<file path="src/ubmu_consts.vh">
`ifndef UBMU_CONSTS_VH
`define UBMU_CONSTS_VH

// ==========================================================================
// Register map, byte addresses on the APB.
`define UBMU_ADDR_W          12
`define UBMU_OFF_ADDR_HIGH   12'h000
`define UBMU_OFF_ADDR_LOW    12'h004
`define UBMU_OFF_MASK_HIGH   12'h008
`define UBMU_OFF_MASK_LOW    12'h00C
`define UBMU_OFF_CYCLE_SEL   12'h010
`define UBMU_OFF_STATUS      12'h014
`define UBMU_OFF_LAST_ADDR   12'h018
`define UBMU_OFF_HIT_COUNT   12'h01C

// ==========================================================================
// Reset values.
`define UBMU_RST_HALF        16'h0000
`define UBMU_RST_SEL         8'h00
`define UBMU_RST_WORD        32'h00000000
`define UBMU_RST_COUNT       16'h0000

// ==========================================================================
// Break cycle select field positions.
`define UBMU_SEL_MST_HI      7
`define UBMU_SEL_MST_LO      6
`define UBMU_SEL_DATA        5
`define UBMU_SEL_FETCH       4
`define UBMU_SEL_WRITE       3
`define UBMU_SEL_READ        2
`define UBMU_SEL_SIZE_HI     1
`define UBMU_SEL_SIZE_LO     0

// ==========================================================================
// Status field positions.
`define UBMU_ST_PENDING      0
`define UBMU_ST_OVR_DATA     1
`define UBMU_ST_DUAL_SECOND  2

// ==========================================================================
// Operand size codes and miscellany.
`define UBMU_SZ_IGNORE       2'h0
`define UBMU_SZ_BYTE         2'h1
`define UBMU_SZ_WORD         2'h2
`define UBMU_SZ_LONG         2'h3
`define UBMU_INSTR_STEP      32'h00000002

// ==========================================================================
// Taken-branch kinds reported by the processor.
`define UBMU_BR_NONE         2'h0
`define UBMU_BR_NODELAY      2'h1
`define UBMU_BR_TRAP         2'h2
`define UBMU_BR_DELAYED      2'h3

`endif

</file>
<file path="src/ubmu_fetch_seq.v">
`timescale 1ns/100ps
`include "ubmu_consts.vh"

module ubmu_fetch_seq (
   input  wire       pclk,
   input  wire       presetn,
   input  wire       fetch_strobe,
   input  wire       branch_taken,
   input  wire [1:0] branch_kind,
   output reg        is_overrun,
   output reg        is_nodelay_dest
);

   // =======================================================================
   // Fetch position after a taken branch.
   localparam [2:0] ST_IDLE   = 3'h0;
   localparam [2:0] ST_OVR_A  = 3'h1;
   localparam [2:0] ST_OVR_B  = 3'h2;
   localparam [2:0] ST_DEST_N = 3'h3;
   localparam [2:0] ST_SLOT   = 3'h4;
   localparam [2:0] ST_OVR_D  = 3'h5;

   reg [2:0] state;
   reg [2:0] next_state;

   always @* begin
      next_state = state;
      if (fetch_strobe) begin
         case (state)
            ST_IDLE: begin
               if (branch_taken) begin
                  if (branch_kind == `UBMU_BR_NODELAY || branch_kind == `UBMU_BR_TRAP) begin
                     next_state = ST_OVR_A;
                  end else if (branch_kind == `UBMU_BR_DELAYED) begin
                     next_state = ST_SLOT;
                  end
               end
            end
            ST_OVR_A:  next_state = ST_OVR_B;
            ST_OVR_B:  next_state = ST_DEST_N;
            ST_DEST_N: next_state = ST_IDLE;
            ST_SLOT:   next_state = ST_OVR_D;
            ST_OVR_D:  next_state = ST_IDLE;
            default:   next_state = ST_IDLE;
         endcase
      end
   end

   always @(posedge pclk or negedge presetn) begin
      if (!presetn) begin
         state <= ST_IDLE;
      end else begin
         state <= next_state;
      end
   end

   always @* begin
      is_overrun      = (state == ST_OVR_A) || (state == ST_OVR_B) || (state == ST_OVR_D);
      is_nodelay_dest = (state == ST_DEST_N);
   end

endmodule

</file>
<file path="src/ubmu_top.v">
// The APB interface to the registers and the address map were left to the implementer.
`timescale 1ns/100ps
`include "ubmu_consts.vh"

// Notes on behaviour
// - Cycle select holds master, fetch/data, direction and size fields; size 0 ignores size.
// - Any master, fetch/data or direction field of 00 blocks every break.
// - Processor word write at the programmed address raises a break.
// - Word read at an odd programmed address never matches even word cycles.
// - Engine longword read at the programmed address raises a break.
// - Engine-only master with fetch type never breaks; engines do not fetch.
// - Second of a dual fetch still breaks despite a later condition rewrite.
// - Taken plain branch: branch, two overrun fetches, then destination fetch.
// - Taken software trap: trap, two overrun fetches, then destination fetch.
// - Taken delayed branch: branch, delay slot, one overrun, then destination fetch.
// - Overrun fetches never raise an instruction fetch break.
// - With data and fetch breaks both enabled, a matching overrun counts as data.
// - A higher-priority exception accepted in decode may drop the pending break.
// - First destination fetch after a non-delay branch never raises a fetch break.
module ubmu_top (
   input  wire        pclk,
   input  wire        presetn,
   input  wire        psel,
   input  wire        penable,
   input  wire        pwrite,
   input  wire [11:0] paddr,
   input  wire [31:0] pwdata,
   output reg  [31:0] prdata,
   output wire        pready,
   output wire        pslverr,
   input  wire        bus_valid,
   input  wire [31:0] bus_addr,
   input  wire        bus_engine,
   input  wire        bus_fetch,
   input  wire        bus_write,
   input  wire [1:0]  bus_size,
   input  wire        bus_dual,
   input  wire        branch_taken,
   input  wire [1:0]  branch_kind,
   input  wire        hp_exception_accept,
   input  wire        break_accept,
   output reg         break_req
);

   // =======================================================================
   // Condition check shared by the primary and the dual-fetch second slot.
   function cond_hit;
      input [31:0] addr;
      input        engine;
      input        fetch;
      input        wr;
      input [1:0]  size;
      input [31:0] brk_addr;
      input [31:0] brk_mask;
      input [7:0]  sel;
      reg          mst_ok;
      reg          type_ok;
      reg          dir_ok;
      reg          size_ok;
      reg          addr_ok;
      begin
         // Master, type and direction fields are pairs of enables, so 00 never passes; size 00 always passes.
         mst_ok  = engine ? sel[`UBMU_SEL_MST_HI] : sel[`UBMU_SEL_MST_LO];
         type_ok = fetch ? sel[`UBMU_SEL_FETCH] : sel[`UBMU_SEL_DATA];
         dir_ok  = wr ? sel[`UBMU_SEL_WRITE] : sel[`UBMU_SEL_READ];
         size_ok = (sel[`UBMU_SEL_SIZE_HI:`UBMU_SEL_SIZE_LO] == `UBMU_SZ_IGNORE) ||
                   (sel[`UBMU_SEL_SIZE_HI:`UBMU_SEL_SIZE_LO] == size);
         addr_ok = (((addr ^ brk_addr) & ~brk_mask) == `UBMU_RST_WORD);
         cond_hit = mst_ok & type_ok & dir_ok & size_ok & addr_ok;
      end
   endfunction

   // =======================================================================
   // Register storage.
   reg  [15:0] break_addr_high;
   reg  [15:0] break_addr_low;
   reg  [15:0] break_mask_high;
   reg  [15:0] break_mask_low;
   reg  [7:0]  break_cycle_select;
   reg         pending;
   reg         ovr_data_hit;
   reg         dual_second_hit;
   reg  [31:0] last_hit_addr;
   reg  [15:0] hit_count;

   wire [31:0] brk_addr = {break_addr_high, break_addr_low};
   wire [31:0] brk_mask = {break_mask_high, break_mask_low};

   // =======================================================================
   // APB decode.
   wire setup_phase  = psel & ~penable;
   wire access_phase = psel & penable;
   wire hit_addr_hi  = (paddr == `UBMU_OFF_ADDR_HIGH);
   wire hit_addr_lo  = (paddr == `UBMU_OFF_ADDR_LOW);
   wire hit_mask_hi  = (paddr == `UBMU_OFF_MASK_HIGH);
   wire hit_mask_lo  = (paddr == `UBMU_OFF_MASK_LOW);
   wire hit_sel      = (paddr == `UBMU_OFF_CYCLE_SEL);
   wire hit_status   = (paddr == `UBMU_OFF_STATUS);
   wire hit_last     = (paddr == `UBMU_OFF_LAST_ADDR);
   wire hit_cnt_sel  = (paddr == `UBMU_OFF_HIT_COUNT);
   wire mapped       = hit_addr_hi | hit_addr_lo | hit_mask_hi | hit_mask_lo |
                       hit_sel | hit_status | hit_last | hit_cnt_sel;
   wire wr_en        = access_phase & pwrite & mapped;

   // The slave never inserts wait states.
   assign pready  = 1'b1;
   assign pslverr = access_phase & ~mapped;

   // =======================================================================
   // Fetch classification after taken branches.
   wire cpu_fetch = bus_valid & bus_fetch & ~bus_engine;
   wire is_overrun;
   wire is_nodelay_dest;

   ubmu_fetch_seq u_fetch_seq (
      .pclk            (pclk),
      .presetn         (presetn),
      .fetch_strobe    (cpu_fetch),
      .branch_taken    (branch_taken),
      .branch_kind     (branch_kind),
      .is_overrun      (is_overrun),
      .is_nodelay_dest (is_nodelay_dest)
   );

   // =======================================================================
   // Match evaluation for the current bus cycle.
   wire both_types = break_cycle_select[`UBMU_SEL_DATA] & break_cycle_select[`UBMU_SEL_FETCH];

   // An ordinary cycle, evaluated with its true type.
   wire plain_hit = bus_valid &
                    cond_hit(bus_addr, bus_engine, bus_fetch, bus_write, bus_size,
                             brk_addr, brk_mask, break_cycle_select);

   // An overrun fetch re-evaluated as a data read.
   wire ovr_as_data = cpu_fetch & is_overrun & both_types &
                      cond_hit(bus_addr, 1'b0, 1'b0, 1'b0, `UBMU_SZ_WORD,
                               brk_addr, brk_mask, break_cycle_select);

   // The second instruction of a dual fetch, checked in the same bus cycle
   // so that a rewrite made after the first fetch cannot hide it.
   wire [31:0] second_addr = bus_addr + `UBMU_INSTR_STEP;
   wire dual_hit = cpu_fetch & bus_dual & ~is_overrun & ~is_nodelay_dest &
                   cond_hit(second_addr, 1'b0, 1'b1, 1'b0, `UBMU_SZ_WORD,
                            brk_addr, brk_mask, break_cycle_select);

   // Fetch hits on overrun and non-delay destination fetches are discarded.
   wire fetch_blocked = cpu_fetch & (is_overrun | is_nodelay_dest);
   wire primary_hit   = plain_hit & ~fetch_blocked;
   wire any_hit       = primary_hit | ovr_as_data | dual_hit;

   // =======================================================================
   // Pending break toward the interrupt arbiter.
   wire sw_clear   = wr_en & hit_status & pwdata[`UBMU_ST_PENDING];
   wire drop_break = hp_exception_accept;
   wire clear_any  = sw_clear | break_accept | drop_break;
   wire next_pending = any_hit | (pending & ~clear_any);

   always @(posedge pclk or negedge presetn) begin
      if (!presetn) begin
         pending         <= 1'b0;
         break_req       <= 1'b0;
         ovr_data_hit    <= 1'b0;
         dual_second_hit <= 1'b0;
         last_hit_addr   <= `UBMU_RST_WORD;
         hit_count       <= `UBMU_RST_COUNT;
      end else begin
         // A new hit wins over any clear in the same cycle.
         pending   <= next_pending;
         break_req <= next_pending;
         if (any_hit) begin
            ovr_data_hit    <= ovr_as_data & ~primary_hit;
            dual_second_hit <= dual_hit & ~primary_hit;
            last_hit_addr   <= (dual_hit & ~primary_hit & ~ovr_as_data) ? second_addr : bus_addr;
            hit_count       <= hit_count + 16'h0001;
         end else if (wr_en & hit_cnt_sel) begin
            hit_count <= `UBMU_RST_COUNT;
         end
      end
   end

   // =======================================================================
   // Register writes.
   always @(posedge pclk or negedge presetn) begin
      if (!presetn) begin
         break_addr_high    <= `UBMU_RST_HALF;
         break_addr_low     <= `UBMU_RST_HALF;
         break_mask_high    <= `UBMU_RST_HALF;
         break_mask_low     <= `UBMU_RST_HALF;
         break_cycle_select <= `UBMU_RST_SEL;
      end else if (wr_en) begin
         if (hit_addr_hi) begin
            break_addr_high <= pwdata[15:0];
         end
         if (hit_addr_lo) begin
            break_addr_low <= pwdata[15:0];
         end
         if (hit_mask_hi) begin
            break_mask_high <= pwdata[15:0];
         end
         if (hit_mask_lo) begin
            break_mask_low <= pwdata[15:0];
         end
         if (hit_sel) begin
            break_cycle_select <= pwdata[7:0];
         end
      end
   end

   // =======================================================================
   // Read data, captured in the setup cycle and held through the access.
   reg [31:0] next_prdata;

   always @* begin
      next_prdata = `UBMU_RST_WORD;
      if (hit_addr_hi) begin
         next_prdata[15:0] = break_addr_high;
      end else if (hit_addr_lo) begin
         next_prdata[15:0] = break_addr_low;
      end else if (hit_mask_hi) begin
         next_prdata[15:0] = break_mask_high;
      end else if (hit_mask_lo) begin
         next_prdata[15:0] = break_mask_low;
      end else if (hit_sel) begin
         next_prdata[7:0] = break_cycle_select;
      end else if (hit_status) begin
         next_prdata[`UBMU_ST_PENDING]     = pending;
         next_prdata[`UBMU_ST_OVR_DATA]    = ovr_data_hit;
         next_prdata[`UBMU_ST_DUAL_SECOND] = dual_second_hit;
      end else if (hit_last) begin
         next_prdata = last_hit_addr;
      end else if (hit_cnt_sel) begin
         next_prdata[15:0] = hit_count;
      end
   end

   always @(posedge pclk or negedge presetn) begin
      if (!presetn) begin
         prdata <= `UBMU_RST_WORD;
      end else if (setup_phase & ~pwrite) begin
         prdata <= next_prdata;
      end
   end

endmodule

</file>
<file path="config.mk">
export PLATFORM = sky130hd
export DESIGN_NAME = ubmu_top
export DESIGN_NICKNAME = d
export VERILOG_FILES = /design/src/ubmu_fetch_seq.v /design/src/ubmu_top.v
export VERILOG_INCLUDE_DIRS = /design/src
export SDC_FILE = /design/constraint.sdc
export NUM_CORES = 1
export LEC_CHECK = 0
export ABC_AREA = 1
export BUFFER_PORTS_ARGS = -buffer_cell sky130_fd_sc_hd__buf_4
export CORE_ASPECT_RATIO = 0.6
export CORE_MARGIN = 4
export CORE_UTILIZATION = 30
export CTS_CLUSTER_SIZE = 20
export DETAILED_ROUTE_END_ITERATION = 16
export GPL_ROUTABILITY_DRIVEN = 1
export GPL_TIMING_DRIVEN = 0
export PLACE_DENSITY = 0.5
export SKIP_LAST_GASP = 1
export SYNTH_ARGS = -nofsm -noshare
export SYNTH_HDL_FRONTEND = slang
export SYNTH_SLANG_ARGS = --single-unit
</file>
<file path="constraint.sdc">
create_clock -name pclk -period 2.3 [get_ports pclk]
set_input_delay 0.46 -clock pclk [delete_from_list [all_inputs] [get_ports pclk]]
set_output_delay 0.46 -clock pclk [all_outputs]
set_load 0.02 [all_outputs]
</file>
==> results.py <==
metrics = {
    "global_route": {
        "grt_pass1_wl_mm": 66.35,
        "antenna_found_initial": 1,
        "grt_start_max_net_pins": 110,
        "grt_usage_pct": 24.98,
        "grt_overflow": 0,
        "grt_pass1_vias": 9826,
    },
    "clock_network": {
        "htree_levels": 4,
        "numCtsBuffers": 17,
        "cts_buffer_depth": 2,
        "cts_tree": "built",
        "cts.sinks": 158,
        "path_clk_slew_ns": 0.06,
        "clockRootBuffer": "clkbuf_16",
        "insertion_delay_ns": 0.45,
    },
    "sta": {
        "hold_violations": 0,
        "worst_slack_ns": -0.1124,
        "whs_ns": 0.1996,
        "slew-limit-headroom_pct": 40.61,
        "worst_pin_slew_ns": 0.8909,
        "finalMaxSlewViolations": 0,
        "fmax_mhz": 414.5,
        "setup_tns_ns": -2.407,
        "rsz0062_at_grt": "true",
        "finalCriticalPeriod_ns": 2.412,
        "skew_ns": 0.01500,
        "setup_viol": 40,
        "timing.final.crit_share_pct": 104.9,
    },
    "outcome": {
        "violations": "setup timing",
        "run_status": "complete, but fails checks",
    },
    "power": {
        "peakVddDrop_v": 0.0005111,
        "total_leakage_power_nw": 6.297,
        "total_power_w": 0.006542,
        "powerDensity_mw_per_mm2": 476.5,
    },
    "synth": {
        "seq_area_frac_synth_pct": 38.76,
        "synth_edf_count": 0,
        "ys_ff_latch": 158,
        "post_synth_num_cell_types": 44,
        "ys.flop_type": "dfrtp_1",
        "synth_cells": 1496,
        "syn_area_mm2": 0.01020,
        "syn_area_per_cell_um2": 6.818,
        "ys_async_sr_fraction_pct": 100.0,
        "yosys_warnings": 0,
        "postSynthNetCount": 1592,
    },
    "route": {
        "via_count": 11288,
        "ant_nets": 0,
        "wl_per_cell_um": 22.04,
        "drc_errors": 0,
        "dr.pass1.iters": 5,
        "viasPerCell": 5.248,
        "drt_iter0_drc": 1325,
        "routed_wl_mm": 47.40,
    },
    "run": {
        "cap_viol_max_count": 0,
    },
    "worst_hold_path": {
        "min-delay-path-class": "input port to register",
    },
    "floorplan": {
        "die_y_um": 150.8,
        "rows": 51,
        "initial_core_util_pct": 30.92,
        "dieWidth_um": 246.0,
        "ioPinCount": 128,
        "core_area_mm2": 0.03299,
        "dieArea_mm2": 0.03711,
    },
    "setup_path": {
        "arrival_ns": 2.74,
        "r2r_end": "last_hit_addr[27]",
        "endpoint": "last_hit_addr[27]",
        "ff2ff_path_depth": 14,
        "cp-start-kind": "input port",
        "end_kind": "register",
        "crit_fanout": 6,
        "critical_path_class": "input port to register",
        "crit_path_start": "bus_addr[1]",
        "r2r_start": "break_addr_low[10]",
        "regToRegSetupSlack_ns": -0.08,
        "critPathRequiredTime_ns": 2.63,
    },
    "final_layout": {
        "n_antenna_cell": 0,
        "post_route_cells_drive_above_1_share_pct": 24.69,
        "mostFrequentLayoutCells": "nand2_1 (427), inv_1 (175), buf_4 (160), dfrtp_1 (138), o21ai_0 (135)",
        "nNetsFinal": 1784,
        "area_delta_synth_final_pct": 34.60,
        "fill_cells": 3463,
        "final_common_cell": "nand2_1",
    },
    "placement": {
        "portBuffers": 107,
        "gp_routability_congestion": 0.9870,
        "post-dp-hpwl_mm": 37.73,
    },
}
[state kept, by name, summed over array words and instances, names as in the netlist]
signal,cells
pending,1
break_addr_high,16
ovr_data_hit,1
break_cycle_select,8
break_addr_low,16
u_fetch_seq.state,3
prdata,32
break_mask_low,16
dual_second_hit,1
hit_count,16
last_hit_addr,32
break_mask_high,16
[critical path: stages]
cell	delay (ns)
buf_12	0.09
ha_4	0.16
nand2_4	0.06
nor2_4	0.20
buf_4	0.16
nand3_1	0.08
nand2_1	0.16
nand2_1	0.07
nand3_1	0.08
nand2_2	0.09
nor2_2	0.12
nand3_1	0.12
nor3_4	0.25
buf_12	0.16
buf_6	0.10
nand3_4	0.12
o21bai_4	0.20
nor2_1	0.06
[cell families (layout without fill, tap and decap cells)]
kind of cell             after synthesis  in the layout  share of synthesized area (%)
other                                  1              1                        0.03677
buffers and inverters                236            441                          9.077
flip-flops                           158            158                          38.76
AO/OA/AOI/OAI                        241            241                          13.43
adder cells (fa/ha/maj)                3              3                         0.3680
AND/OR/NAND/NOR                      838            838                          36.69
XOR/XNOR                              19             19                          1.632
[Yosys cell counts, types with 2 or more instances]
cell type	count	share of area, %
a21oi_1	32	1.6
a221oi_1	12	1.0
and2_1	3	0.18
buf_2	6	0.29
buf_4	2	0.15
buf_6	3	0.33
clkbuf_1	37	1.4
clkinv_1	3	0.11
dfrtp_1	158	39
ha_1	3	0.37
inv_1	181	6.7
inv_2	2	0.074
nand2_1	468	17
nand2_2	5	0.31
nand2_4	3	0.33
nand3_1	144	7.1
nand3_4	2	0.34
nand3b_1	5	0.37
nand4_1	76	4.7
nor2_1	103	3.8
nor2_2	5	0.31
nor2_4	8	0.88
nor3_1	8	0.39
nor4_1	3	0.18
o2111ai_1	12	1.0
o211ai_1	12	0.88
o21ai_0	136	6.7
o21ai_1	22	1.1
o21bai_1	5	0.37
o221ai_1	6	0.52
xnor2_1	5	0.43
xor2_1	14	1.2
[stage by stage]
stage | instance area (um^2) | setup slack [ns] | utilization, % | instances
2_1_floorplan | 10340 | -0.1062 | - | 1496
3_3_place_gp | 11710 | -1.139 | 35.49 | 2053
3_5_place_dp | 11740 | -1.090 | 35.60 | 2054
4_1_cts | 12960 | -0.01652 | 39.30 | 2124
5_1_grt | 13730 | -0.1698 | 41.62 | 2151
6_report | 13730 | -0.1124 | 41.62 | 2151
[metal layers]
layer	track usage (%)	routed length (um)	up-vias
met5	0	13	-
met4	4.534	776	2
met3	9.713	5655	58
met2	30.87	17180	516
met1	39.90	23780	5336
li1	-	-	5376
[power by group]
| part | internal, W | total [W] | switching, W |
|---|---|---|---|
| logic | 0.000246 | 0.000739 | 0.000493 |
| registers | 0.00280 | 0.00283 | 0.0000257 |
| clock network | 0.00174 | 0.00298 | 0.00123 |
[timing repair]
item | in CTS | in global routing
hold endpoints to repair | 49 | 0
setup buffers | 37 | 24
pin swaps | 26 | 29
hold buffers | 1 | 0
setup endpoints to repair | 137 | 99
gates cloned | 0 | 3
resized for setup | 101 | 129
[final cells by class]
cell class	count	area [um^2]	area share, %
plain buffers	49	315.3	2.297
clock buffers	20	446.7	3.253
clock inverters	12	158.9	1.157
inverters	187	724.4	5.277
multi-input cells	1102	6061	44.14
flip-flops and latches	158	3979	28.98
well taps	450	563.0	4.101
repair buffers	173	1481	10.79
[worst min-delay path by stage]
stage,end,startpoint,slack (ns),depth (start not counted)
floorplan,break_addr_high[0],presetn,0.16,0
global placement,break_cycle_select[7],break_cycle_select[7],0.47,2
detailed placement,hit_count[8],presetn,0.39,1
CTS,pending,hp_exception_accept,0.17,2
global route,pending,hp_exception_accept,0.18,2
finish,pending,hp_exception_accept,0.20,2
Power figures use the tool's default switching activity.
